==> config.mk <==
export PLATFORM = sky130hd
export DESIGN_NAME = sfir_top
export DESIGN_NICKNAME = d
export VERILOG_FILES = /design/src/logic/sfir_pkg.sv /design/src/logic/sfir_top.sv /design/src/logic/sfir_enable_field.sv /design/src/logic/sfir_fault_flag.sv
export SDC_FILE = /design/constraint.sdc
export NUM_CORES = 1
export LEC_CHECK = 0
export BUFFER_PORTS_ARGS = -buffer_cell sky130_fd_sc_hd__buf_2
export CELL_PAD_IN_SITES_DETAIL_PLACEMENT = 0
export CELL_PAD_IN_SITES_GLOBAL_PLACEMENT = 1
export CORE_UTILIZATION = 30
export DETAILED_ROUTE_END_ITERATION = 12
export GPL_TIMING_DRIVEN = 0
export PLACE_DENSITY_LB_ADDON = 0.1
export SYNTH_ARGS = -nofsm -noshare
export SYNTH_HDL_FRONTEND = slang
export SYNTH_SLANG_ARGS = --single-unit
export TNS_END_PERCENT = 30
==> constraint.sdc <==
create_clock -name clk_i -period 2.2 [get_ports clk_i]
set_input_delay 0.22 -clock clk_i [delete_from_list [all_inputs] [get_ports clk_i]]
set_output_delay 0.22 -clock clk_i [all_outputs]
set_load 0.01 [all_outputs]
==> src/logic/sfir_pkg.sv <==
// shared constants and carrier types for the supply fault interrupt registers
package sfir_pkg;

	// ***********************************
	// register map (index, byte = 4 * index)
	// ***********************************
	localparam logic [7:0] IDX_LED_IRQ_ENABLES = 8'h0C;
	localparam logic [7:0] IDX_SUPPLY_FAULT_FLAGS = 8'h0E;
	localparam logic [7:0] IDX_IRQ_STATUS = 8'h14;
	localparam logic [7:0] IDX_IRQ_MASK = 8'h15;
	localparam logic [7:0] ADDR_LED_IRQ_ENABLES = 8'(IDX_LED_IRQ_ENABLES * 4);
	localparam logic [7:0] ADDR_SUPPLY_FAULT_FLAGS = 8'(IDX_SUPPLY_FAULT_FLAGS * 4);
	localparam logic [7:0] ADDR_IRQ_STATUS = 8'(IDX_IRQ_STATUS * 4);
	localparam logic [7:0] ADDR_IRQ_MASK = 8'(IDX_IRQ_MASK * 4);

	// ***********************************
	// field layout and encodings
	// ***********************************
	localparam int N_SUPPLY_FAULTS = 8;
	localparam int N_ENABLE_FIELDS = 4;
	localparam int N_LED_EVENTS = 3;
	localparam int N_IRQ_SRC = 11;
	localparam int EN_GLOBAL = 3;
	localparam int EN_I2C_TIMEOUT = 2;
	localparam int EN_BAD_STRING_CFG = 1;
	localparam int EN_LED_FAULT = 0;
	localparam int FLAG_CRC = 7;
	localparam int FLAG_SYNC_MISSING = 6;
	localparam int FLAG_PUMP = 5;
	localparam int FLAG_PUMP_CAP_MISSING = 4;
	localparam int FLAG_INPUT_OVERCURRENT = 3;
	localparam int FLAG_CORE_SUPPLY_LOW = 2;
	localparam int FLAG_INPUT_OVERVOLTAGE = 1;
	localparam int FLAG_INPUT_UNDERVOLTAGE = 0;
	localparam logic [1:0] EN_READ_OFF = 2'h0;
	localparam logic [1:0] EN_READ_ON = 2'h2;
	localparam logic [1:0] EN_WRITE_OFF = 2'h1;
	localparam logic [1:0] EN_WRITE_ON = 2'h3;

	// ***********************************
	// reset values
	// ***********************************
	localparam logic [15:0] RST_LED_IRQ_ENABLES = 16'h00AA;
	localparam logic [15:0] RST_SUPPLY_FAULT_FLAGS = 16'h0000;
	localparam logic [N_IRQ_SRC-1:0] RST_IRQ_MASK = 11'h7FF;

	// ***********************************
	// bus carrier
	// ***********************************
	typedef struct packed {
		logic read;
		logic write;
		logic [7:0] address;
		logic [31:0] writedata;
		logic [3:0] byteenable;
	} sfir_av_req_t;

endpackage : sfir_pkg

==> src/logic/sfir_top.sv <==
// supply fault interrupt registers with avalon-mm slave and interrupt pin
// Operation
// - enable field reads 0h off, 2h on
// - write 1h disables, 3h enables a field
// - global enable field in bits 7-6
// - i2c timeout enable bits 5-4, reset on
// - bad string config enable bits 3-2, reset on
// - led fault enable bits 1-0, reset on
// - bits 15-8 reserved, reset zero
// - status bit reads 1 on fault, else 0
// - clear needs status and clear bit both one
// - upper half pairs crc, sync, pump, capacitor
// - lower half pairs overcurrent, core, overvoltage, undervoltage
// - supply flags at 0Eh, reset zero
// - led enable register at 0Ch, reset AAh
`timescale 1ns/10ps
module sfir_top (
	input wire logic clk_i,
	input wire logic rst_n_i,
	input wire sfir_pkg::sfir_av_req_t av_i,
	output logic [31:0] av_readdata_o,
	output logic av_waitrequest_o,
	input wire logic [sfir_pkg::N_SUPPLY_FAULTS-1:0] supply_fault_i,
	input wire logic [sfir_pkg::N_LED_EVENTS-1:0] led_event_i,
	output logic irq_o
);
	import sfir_pkg::*;

	// ***********************************
	// bus decode
	// ***********************************
	wire logic req = av_i.read || av_i.write;
	wire logic req_load = req && av_waitrequest_o;
	wire logic wr_do = av_i.write && !av_waitrequest_o;
	wire logic sel_led = av_i.address == ADDR_LED_IRQ_ENABLES;
	wire logic sel_sup = av_i.address == ADDR_SUPPLY_FAULT_FLAGS;
	wire logic sel_sts = av_i.address == ADDR_IRQ_STATUS;
	wire logic sel_msk = av_i.address == ADDR_IRQ_MASK;
	wire logic wr_led = wr_do && sel_led && av_i.byteenable[0];
	wire logic wr_sup_lo = wr_do && sel_sup && av_i.byteenable[0];
	wire logic wr_sup_hi = wr_do && sel_sup && av_i.byteenable[1];
	wire logic wr_sts_hi = wr_do && sel_sts && av_i.byteenable[1];
	wire logic wr_msk_lo = wr_do && sel_msk && av_i.byteenable[0];
	wire logic wr_msk_hi = wr_do && sel_msk && av_i.byteenable[1];

	// ***********************************
	// enable fields
	// ***********************************
	logic [N_ENABLE_FIELDS-1:0] en_state;
	logic [15:0] led_read;

	assign led_read[15:8] = 8'h00;
	genvar gj;
	generate
		for (gj = 0; gj < N_ENABLE_FIELDS; gj++) begin : g_en
			sfir_enable_field #(
				.RESET_ON(RST_LED_IRQ_ENABLES[2*gj+1])
			) u_field (
				.clk_i(clk_i),
				.rst_n_i(rst_n_i),
				.write_i(wr_led),
				.data_i(av_i.writedata[2*gj+1:2*gj]),
				.enabled_o(en_state[gj]),
				.read_o(led_read[2*gj+1:2*gj])
			);
		end
	endgenerate

	// ***********************************
	// supply fault flags
	// ***********************************
	logic [N_SUPPLY_FAULTS-1:0] sup_flag;
	logic [15:0] sup_read;

	genvar gk;
	generate
		for (gk = 0; gk < N_SUPPLY_FAULTS; gk++) begin : g_flag
			wire logic lane_wr = (gk >= N_SUPPLY_FAULTS / 2) ? wr_sup_hi : wr_sup_lo;
			sfir_fault_flag u_flag (
				.clk_i(clk_i),
				.rst_n_i(rst_n_i),
				.detect_i(supply_fault_i[gk]),
				.write_i(lane_wr),
				.status_bit_i(av_i.writedata[2*gk+1]),
				.clear_bit_i(av_i.writedata[2*gk]),
				.flag_o(sup_flag[gk])
			);
			assign sup_read[2*gk+1] = sup_flag[gk];
			assign sup_read[2*gk] = 1'b0;
		end
	endgenerate

	// ***********************************
	// interrupt status and mask
	// ***********************************
	logic [N_LED_EVENTS-1:0] led_evt;
	logic [N_IRQ_SRC-1:0] irq_mask;
	wire logic [N_LED_EVENTS-1:0] led_evt_w1c = wr_sts_hi ? av_i.writedata[10:8] : 3'h0;
	wire logic [N_LED_EVENTS-1:0] next_led_evt = led_event_i | (led_evt & ~led_evt_w1c);
	wire logic [N_IRQ_SRC-1:0] irq_status = {led_evt, sup_flag};
	wire logic [N_IRQ_SRC-1:0] indiv_en = {en_state[EN_I2C_TIMEOUT:EN_LED_FAULT], 8'hFF};
	wire logic next_irq = en_state[EN_GLOBAL] && |(irq_status & irq_mask & indiv_en);

	always_ff @(posedge clk_i or negedge rst_n_i) begin
		if (!rst_n_i) begin
			led_evt <= 3'h0;
		end else begin
			led_evt <= next_led_evt;
		end
	end

	always_ff @(posedge clk_i or negedge rst_n_i) begin
		if (!rst_n_i) begin
			irq_mask <= RST_IRQ_MASK;
		end else begin
			if (wr_msk_lo) begin
				irq_mask[7:0] <= av_i.writedata[7:0];
			end
			if (wr_msk_hi) begin
				irq_mask[10:8] <= av_i.writedata[10:8];
			end
		end
	end

	always_ff @(posedge clk_i or negedge rst_n_i) begin
		if (!rst_n_i) begin
			irq_o <= 1'b0;
		end else begin
			irq_o <= next_irq;
		end
	end

	// ***********************************
	// bus answer
	// ***********************************
	wire logic [31:0] read_mux = sel_led ? {16'h0000, led_read} :
		sel_sup ? {16'h0000, sup_read} :
		sel_sts ? {21'h0, irq_status} :
		sel_msk ? {21'h0, irq_mask} : 32'h00000000;

	always_ff @(posedge clk_i or negedge rst_n_i) begin
		if (!rst_n_i) begin
			av_waitrequest_o <= 1'b1;
		end else begin
			av_waitrequest_o <= !req_load;
		end
	end

	always_ff @(posedge clk_i or negedge rst_n_i) begin
		if (!rst_n_i) begin
			av_readdata_o <= 32'h00000000;
		end else if (req_load && av_i.read) begin
			av_readdata_o <= read_mux;
		end
	end

	// ***********************************
	// assertions
	// ***********************************
	logic seen_clk;
	always_ff @(posedge clk_i or negedge rst_n_i) begin
		if (!rst_n_i) begin
			seen_clk <= 1'b0;
		end else begin
			seen_clk <= 1'b1;
		end
	end
endmodule : sfir_top

==> src/logic/sfir_enable_field.sv <==
// one two-bit interrupt enable field with write 1h off, 3h on
`timescale 1ns/10ps
module sfir_enable_field #(
	parameter logic RESET_ON = 1'b1
) (
	input wire logic clk_i,
	input wire logic rst_n_i,
	input wire logic write_i,
	input wire logic [1:0] data_i,
	output logic enabled_o,
	output logic [1:0] read_o
);
	import sfir_pkg::*;

	wire logic turn_on = write_i && (data_i == EN_WRITE_ON);
	wire logic turn_off = write_i && (data_i == EN_WRITE_OFF);

	always_ff @(posedge clk_i or negedge rst_n_i) begin
		if (!rst_n_i) begin
			enabled_o <= RESET_ON;
		end else if (turn_on) begin
			enabled_o <= 1'b1;
		end else if (turn_off) begin
			enabled_o <= 1'b0;
		end
	end

	assign read_o = enabled_o ? EN_READ_ON : EN_READ_OFF;

endmodule : sfir_enable_field

==> src/logic/sfir_fault_flag.sv <==
// one sticky fault flag with paired status and clear bits
`timescale 1ns/10ps
module sfir_fault_flag (
	input wire logic clk_i,
	input wire logic rst_n_i,
	input wire logic detect_i,
	input wire logic write_i,
	input wire logic status_bit_i,
	input wire logic clear_bit_i,
	output logic flag_o
);
	import sfir_pkg::*;

	// both bits must be one in the same write
	wire logic clear_hit = write_i && status_bit_i && clear_bit_i;

	always_ff @(posedge clk_i or negedge rst_n_i) begin
		if (!rst_n_i) begin
			flag_o <= 1'b0;
		end else if (detect_i) begin
			flag_o <= 1'b1;
		end else if (clear_hit) begin
			flag_o <= 1'b0;
		end
	end

endmodule : sfir_fault_flag

=== After elaboration in Yosys (flattened, before gate mapping) ===
Cells that the tools add are included.

* Bits of input ports: 59
* Logic and storage cells: 122
* Output and inout bits: 34
* Bits in registers: 60

* Reduce and logical (&&, ||, !) cells: 54
* Multiplexer cells: 33
* Bitwise operators: 5
* Eq/ne operators: 12

{| class="wikitable"
|+ Operator list
! kind !! count
|-
| logical AND 1 bit || 38
|-
| two-way mux 16 bit || 2
|-
| two-way mux 1 bit || 24
|-
| nonzero test 2 bit || 12
|-
| AND 11 bit || 2
|-
| two-way mux 11 bit || 2
|-
| == test 8 x 6 -> 1 bit, second input constant || 2
|-
| == test 8 x 7 -> 1 bit, second input constant || 2
|-
| OR reduction 11 bit || 1
|-
| == test 2 x 1 -> 1 bit, second input constant || 4
|-
| == test 2 bit, second input constant || 4
|-
| two-way mux 2 bit || 4
|-
| AND 3 bit || 1
|-
| two-way mux 3 bit || 1
|-
| inverter 3 bit || 1
|-
| OR 3 bit || 1
|-
| zero test 1 bit || 2
|-
| logical OR 1 bit || 1
|}

=== Longest topological paths before layout ===
Gate-level depths: netlist of run 1.

* Word-level depth: 8
* Depth in mapped cells: 5
* Depth with buffers taken out: 4

=== Cells and area by module ===
From an unflattened synthesis of run 1, not the netlist that was laid out.

* Cells, all modules: 202
* Area total of the unflattened synthesis: 2230.9 µm²

{| class="wikitable"
|+ By module, submodules not included
! module !! seq. area each (µm²) !! instances !! cells each !! area an instance (µm²)
|-
| sfir_top || 765.7 || 1 || 154 || 1675.4
|-
| sfir_fault_flag || 25.0 || 8 || 3 || 37.5
|-
| sfir_enable_field || 26.3 || 4 || 6 || 63.8
|}

=== Least setup slack after synthesis of run 1 ===
No wires, ideal clock.

* Kind: input-to-reg
* From: input port av_i[43] (netlist name)
* To: register irq_mask[0]
* Path slack: 0.367 ns
* Arrival time: 1.751 ns
* Stages: 5
* Data required time: 2.118 ns
* Buffers on the path: 1
* Library setup time: 0.082 ns
* Cells stage by stage: or4b_1 > buf_4 > nor4_4 > nand2_2 > mux2_2

* Cells in the longest elaborated chain, start to end: 3

{| class="wikitable"
|+ RTL lines
! element !! line !! text
|-
| from (decl) || sfir_top.sv:20 || <nowiki>input wire sfir_pkg::sfir_av_req_t av_i,</nowiki>
|-
| == test 8 x 7 -> 1 bit || sfir_top.sv:38 || <nowiki>wire logic sel_msk = av_i.address == ADDR_IRQ_MASK;</nowiki>
|-
| logical AND 1 bit (2 in series) || sfir_top.sv:43 || <nowiki>wire logic wr_msk_lo = wr_do && sel_msk && av_i.byteenable[0];</nowiki>
|-
| to (signal assigned) || sfir_top.sv:117 || <nowiki>irq_mask[7:0] <= av_i.writedata[7:0];</nowiki>
|-
| to (decl) || sfir_top.sv:97 || <nowiki>logic [N_IRQ_SRC-1:0] irq_mask;</nowiki>
|}

Every way passes these cells.
A chain may end at the register's enable or synchronous reset.

=== Final worst setup path of run 1 ===
* From: input port av_i[39] (netlist name)
* To: register g_flag[1].u_flag.flag_o

* Cells in the longest elaborated chain, start to end: 6

{| class="wikitable"
|+ RTL lines
! element !! line !! text
|-
| == test 8 x 6 -> 1 bit || sfir_top.sv:36 || <nowiki>wire logic sel_sup = av_i.address == ADDR_SUPPLY_FAULT_FLAGS;</nowiki>
|-
| logical AND 1 bit (2 in series) || sfir_top.sv:40 || <nowiki>wire logic wr_sup_lo = wr_do && sel_sup && av_i.byteenable[0];</nowiki>
|-
| logical AND 1 bit (2 in series) || sfir_fault_flag.sv:15 || <nowiki>wire logic clear_hit = write_i && status_bit_i && clear_bit_i;</nowiki>
|-
| nonzero test 2 bit (no line) || -- ||
|-
| to (signal assigned) || sfir_fault_flag.sv:19 || <nowiki>flag_o <= 1'b0;</nowiki>
|-
| to (signal assigned) || sfir_fault_flag.sv:21 || <nowiki>flag_o <= 1'b1;</nowiki>
|-
| to (signal assigned) || sfir_fault_flag.sv:23 || <nowiki>flag_o <= 1'b0;</nowiki>
|-
| to (decl) || sfir_fault_flag.sv:10 || <nowiki>output logic flag_o</nowiki>
|}

Every way passes these cells.

==> results of run 1 <==
==> metrics by stage <==
step / area (µm²) / instances / hold slack [ns] / setup slack [ns] / total power [mW]
final: 2720 / 377 / 0.0511 / 0.315 / 1.49
after global routing: 2720 / 377 / 0.0901 / 0.177 / 1.56
after CTS: 2710 / 377 / 0.0956 / 0.0826 / 1.51
after detailed placement: 2620 / 369 / 0.400 / -0.213 / 0.991
after global placement: 2620 / 369 / 0.398 / -0.212 / 0.991
after floorplan: 2220 / 218 / -0.0756 / 0.367 / 0.906
==> cell usage after synthesis <==
cell type   n
nand2_2     1
buf_2       2
a221oi_1    1
nor2_1      3
nor4_4      2
o31a_1      1
dfstp_2    16
a31oi_1     3
o21ai_0    11
dfrtp_1    26
or4b_2      1
a22oi_1    13
and2_1      4
a21oi_1     4
and3b_1     3
mux2_2     15
conb_1      1
buf_4      19
nor3_1      2
a21o_1     14
nand3_1    11
nor3b_2     1
nor3b_1     1
o2bb2ai_1   1
nand4_1     8
a2111o_1    1
nand2b_1    2
or4b_1      1
o31ai_1     3
inv_1       1
clkbuf_1    4
a211oi_1    1
or3_1       1
nand2_1    20
nor2b_1     1
nor4_1      2
==> state kept, by name, indices dropped and copies added (netlist names) <==
register and cells:
av_readdata_o 14, av_waitrequest_o 1, g_en.u_field.enabled_o 4, g_flag.u_flag.flag_o 8
irq_mask 11, irq_o 1, led_evt 3
==> worst min-delay path by stage <==
stage	start	end	slack, ns	cells past startpoint
final	rst_n_i	av_readdata_o[15]$_DFFE_PN0P_	0.05	1
after global routing	led_event_i[0]	led_evt[0]$_DFF_PN0_	0.09	2
after CTS	rst_n_i	av_readdata_o[15]$_DFFE_PN0P_	0.1	1
after detailed placement	supply_fault_i[1]	g_flag[1].u_flag.flag_o$_DFFE_PN0P_	0.40	2
after global placement	supply_fault_i[3]	g_flag[3].u_flag.flag_o$_DFFE_PN0P_	0.40	2
after floorplan	rst_n_i	av_readdata_o[0]$_DFFE_PN0P_	-0.08	0
==> worst max-delay path: stages <==
cell	delay, ns
buf_2	0.10
clkbuf_1	0.46
and3b_1	0.35
nor3b_4	0.58
nand4_1	0.17
a21o_1	0.20
==> power breakdown <==
| part | total [mW] | leakage [nW] | internal [mW] | switching, mW |
|---|---|---|---|---|
| registers | 0.796 | 0.469 | 0.788 | 0.00850 |
| clock network | 0.516 | 0.0482 | 0.253 | 0.262 |
| logic | 0.179 | 0.713 | 0.0754 | 0.103 |
| total | 1.49 | 1.23 | 1.12 | 0.374 |
==> repair_timing <==
action,CTS,global route
hold buffers,0,0
setup endpoints to repair,0,8
resized for setup,0,1
==> metal layers <==
layer  vias to the layer above  part of all wire  GRT usage
li1                        865                 -          -
met1                       850              0.48      0.223
met2                        38              0.47      0.268
met3                         5             0.037     0.0324
met4                         0            0.0082     0.0409
met5                         -                 0          0
==> cell families (layout without fill, tap and decap cells) <==
group,after synthesis,after routing,synth area share
AOI/OAI and AO/OA,53,53,0.169
buffers and inverters,26,89,0.0794
DFF,42,42,0.496
muxes,15,15,0.0783
other,1,18,0.00174
and+or+nand+nor,64,64,0.176
==> final cells by class <==
class                   count  area [µm²]
fillers                   720        4150
flip-flops and latches     42        1070
multi-input cells         150         986
repair buffers             55         275
plain buffers              25         168
well taps                  96         120
clock buffers               7        86.3
clock inverters             1        5.00
inverters                   1        3.75
==> metrics, run 1 <==
pin count of the biggest net entering global routing between 40 and 50; Fmax roughly 530 MHz; Setup crit end kind flop; clock transition at the registers of the reported paths roughly 0.080 ns; CP startpoint av_i[39]; final setup vio count 0; die height between 80 and 90 µm; Overflow after GRT 0; crit-path max FO 10; reg2reg end irq_mask[5]$_DFFE_PN1P_; Setup crit end g_flag[1].u_flag.flag_o$_DFFE_PN0P_; maximum vdd ir drop around 0.37 mV; top cells by area, synth dfrtp_1, dfstp_2, mux2_2; PwrDens between 500 and 600 mW/mm²; Fin. Hold Viols 0; via count 1758; Pleak between 1 and 1.5 nW; Worst Skew approximately 0.0025 ns; min cycle time layout ~1.9 ns; GP Congestion 0.747; largest buffer count on any clock path 2; post-synthesis sequential area ratio 0.496; Core Footprint ~0.0069 mm²; share of cells above drive strength 1 0.423; via/cell ratio between 4 and 5; Avg WL per Cell between 10 and 15 µm; mean cell area of the mapped netlist roughly 11 µm²; TritonCTS clock tree built; area leader, netlist dfrtp_1; worst reg2reg setup slack 0.50 ns; initial drt markers between 50 and 60; share of the synthesized area in the top cell type 0.301; Critical Path RT 2.39 ns; n_diodes 0; die area 0.00754 mm²; commonest non-fill, non-tap cells in the layout buf_2, dfrtp_1, nand2_1; FF+latch count, synth 42; Slew Limit Fails 0; Global Route Usage Sum 0.164; max cap viols 0; DRT Pass-1 Iters 4; Slew headroom 0.374; run status completed; H-Tree Depth 2; I/O Pins 93; worst-skew pair later-pin latency around 0.29 ns; critical path arrival a little over 2 ns; Post-route DRC 0; nets@finish approximately 340; vias in the first global route ~1800; utilization after layout 0.395; CTS sink count 42; hpwl dp around 4.3 mm; HP Class in2async; Startpoint Class input port; reg-to-reg critical path startpoint av_waitrequest_o$_DFF_PN1_; CTS root buf clkbuf_8; unrepaired setup endpoints after global routing false; Tcrit/Tclk final 0.857; critical path type in2reg; Syn Std Cell Area between 0.002 and 0.0025 mm²; die width approximately 87 µm; post-route ant nets 0; first-pass GRT wire length 9.27 mm; Post-CTS Setup Bufs 0; I/O Buffers 55; Num CTS Buffers 5; setup TNS 0 ns; initial antenna violation count 0; drt total wl ~5.6 mm; yosys warns 0; Starting Density 0.314; worst slew pin tran between 0.9 and 1 ns; row count 30; most common cell after layout, fill and taps aside buf_2; R2R depth 4; Area Overhead vs Synth 25.8%; Yosys cell types 36; post-synthesis cell count 201
(Power assumes the default switching activity.)
==> inputs of run 2 (changes only) <==
- ABC_AREA: unset -> 1
==> metrics, run 2 <==
post-route ant nets 0; Yosys cell types 30; Post-route DRC 0; Num CTS Buffers 5; critical path arrival 1.60 ns; Setup crit end kind flop; Tcrit/Tclk final 0.647; hpwl dp between 4 and 5 mm; Core Footprint 0.00741 mm²; die area roughly 0.008 mm²; most common cell after layout, fill and taps aside nand2_1; clock transition at the registers of the reported paths 0.08 ns; GP Congestion 0.806; slowest CP cell dfstp_2; Placed Cells 471; CTS root buf clkbuf_8; setup TNS 0 ns; vias in the first global route 1800; max cap viols 0; share of cells above drive strength 1 0.316; Top reg by flops av_readdata_o; mean cell area of the mapped netlist ~7.8 µm²; Post-CTS Setup Bufs 0; EDFF count, synth 0; worst slew pin tran about 0.92 ns; die width roughly 90 µm; n_diodes 0; Tot Pwr 1.50 mW; row count 31; Top Registers av_readdata_o x14, irq_mask x11, g_flag.u_flag.flag_o x8; min cycle time layout 1.42 ns; Syn Std Cell Area roughly 0.0023 mm²; DRT Pass-1 Iters 4; Reg area between 0.001 and 0.0015 mm²; Critical Path RT roughly 2.4 ns; initial antenna violation count 0; top_reg_cell synth dfrtp_1; max incr delay on CP around 0.55 ns; commonest non-fill, non-tap cells in the layout nand2_1, buf_2, inv_1; drt total wl 5.34 mm; reg-to-reg critical path startpoint av_waitrequest_o$_DFF_PN1_; CTS sink count 42; post-synthesis cell count around 300; first-pass GRT wire length ~9 mm; Area Overhead vs Synth 23.9%; via/cell ratio a little over 4; unrepaired setup endpoints after global routing false; Startpoint Class flop; post-synthesis sequential area ratio 0.458; reg2reg end av_readdata_o[7]$_DFFE_PN0P_; area leader, netlist dfrtp_1; utilization after layout 0.391; final std cells w/o fill approximately 480; pin count of the biggest net entering global routing 43; FF+latch count, synth between 40 and 50; final setup vio count 0; Slew headroom 0.390; Buffers & Inverters on Critical Path 2; I/O Pins 93; multi-input logic area 0.00100 mm²; H-Tree Depth 2; TritonCTS clock tree built; Overflow after GRT 0; most frequent cell after synthesis nand2_1; largest buffer count on any clock path 2; Starting Density 0.316; post-cts resize count 0; # fillers ~820; asr flop ratio synth 1.00; worst reg2reg setup slack around 0.78 ns; run status completed; yosys warns 0; I/O Buffers 56; worst-skew pair later-pin latency slightly below 0.3 ns; share of the synthesized area in the top cell type 0.278; worst-path cell chain nand3_1, inv_1, buf_2, o21ai_1, o21ai_0, nand2_1; Fin. Hold Viols 0; die height 90.3 µm; PwrDens roughly 520 mW/mm²; HP Class in2async; Global Route Usage Sum 0.143; Commonest cells post-synth nand2_1, inv_1, dfrtp_1; Fmax approximately 700 MHz; Slew Limit Fails 0; initial drt markers 116; via count approximately 2000; nets@finish roughly 440; critical path type reg2reg; Pleak approximately 1.5 nW; cts hold-fix bufs 0; number of flip-flops in the largest register 14; Avg WL per Cell about 11 µm; maximum vdd ir drop roughly 0.22 mV; CP top delay family flip-flops; top cells by area, synth dfrtp_1, dfstp_2, nand2_1; crit-path max FO 10; Worst Skew 0.00948 ns; R2R depth 6
-- run 2: cells by family after synthesis --
group | after synthesis | synth area share
buffers and inverters | 67 | 0.141
flip-flops | 42 | 0.458
other | 1 | 0.00160
AND/OR/NAND/NOR | 142 | 0.280
AO/OA/AOI/OAI | 47 | 0.119
-- run 2: cell type report --
class                      count  area share
buffer                        21      0.0536
inverter                      46      0.0600
tap                           99      0.0428
multi-input combinational    207       0.346
timing repair buffer          56      0.0968
sequential                    42       0.370
clock buffer                   8      0.0311
-- run 2: per-stage QoR --
| step | area, µm² | hold slack (ns) | setup WS (ns) |
|---|---|---|---|
| after floorplan | 2400 | -0.0756 | 0.883 |
| after global placement | 2810 | 0.402 | 0.668 |
| after detailed placement | 2810 | 0.408 | 0.727 |
| after CTS | 2900 | 0.0971 | 0.761 |
| after global routing | 2900 | 0.0969 | 0.613 |
| final | 2900 | 0.0595 | 0.776 |
-- run 2: how the worst max path moves through the flow --
stage / start / to / slack, ns / depth (start not counted)
2_1_floorplan: av_waitrequest_o$_DFF_PN1_ / av_readdata_o[7]$_DFFE_PN0P_ / 0.88 / 6
3_3_place_gp: av_i[36] / av_readdata_o[8]$_DFFE_PN0P_ / 0.67 / 8
3_5_place_dp: av_i[36] / av_readdata_o[8]$_DFFE_PN0P_ / 0.73 / 8
4_1_cts: av_waitrequest_o$_DFF_PN1_ / av_readdata_o[7]$_DFFE_PN0P_ / 0.76 / 6
5_1_grt: av_waitrequest_o$_DFF_PN1_ / av_readdata_o[7]$_DFFE_PN0P_ / 0.61 / 6
6_report: av_waitrequest_o$_DFF_PN1_ / av_readdata_o[7]$_DFFE_PN0P_ / 0.78 / 6
-- run 2: per-layer routing --
metal | wire length (µm) | global-route usage | up-vias
li1 | - | - | 1063
met1 | 2790 | 0.208 | 835
met2 | 2240 | 0.208 | 50
met3 | 246 | 0.0320 | 4
met4 | 62 | 0.0457 | 0
met5 | 0 | 0 | -
-- run 2: report_power, final --
group / internal (mW) / total, mW / switching (mW)
logic: 0.0799 / 0.195 / 0.115
registers: 0.792 / 0.802 / 0.00968
clock network: 0.256 / 0.499 / 0.243
-- run 2: worst register-to-register path, cell delays in order (launching register included) --
cell and delay (ns):
dfstp_2 0.55, nand3_1 0.16, inv_1 0.17, buf_2 0.22
o21ai_1 0.09, o21ai_0 0.07, nand2_1 0.07
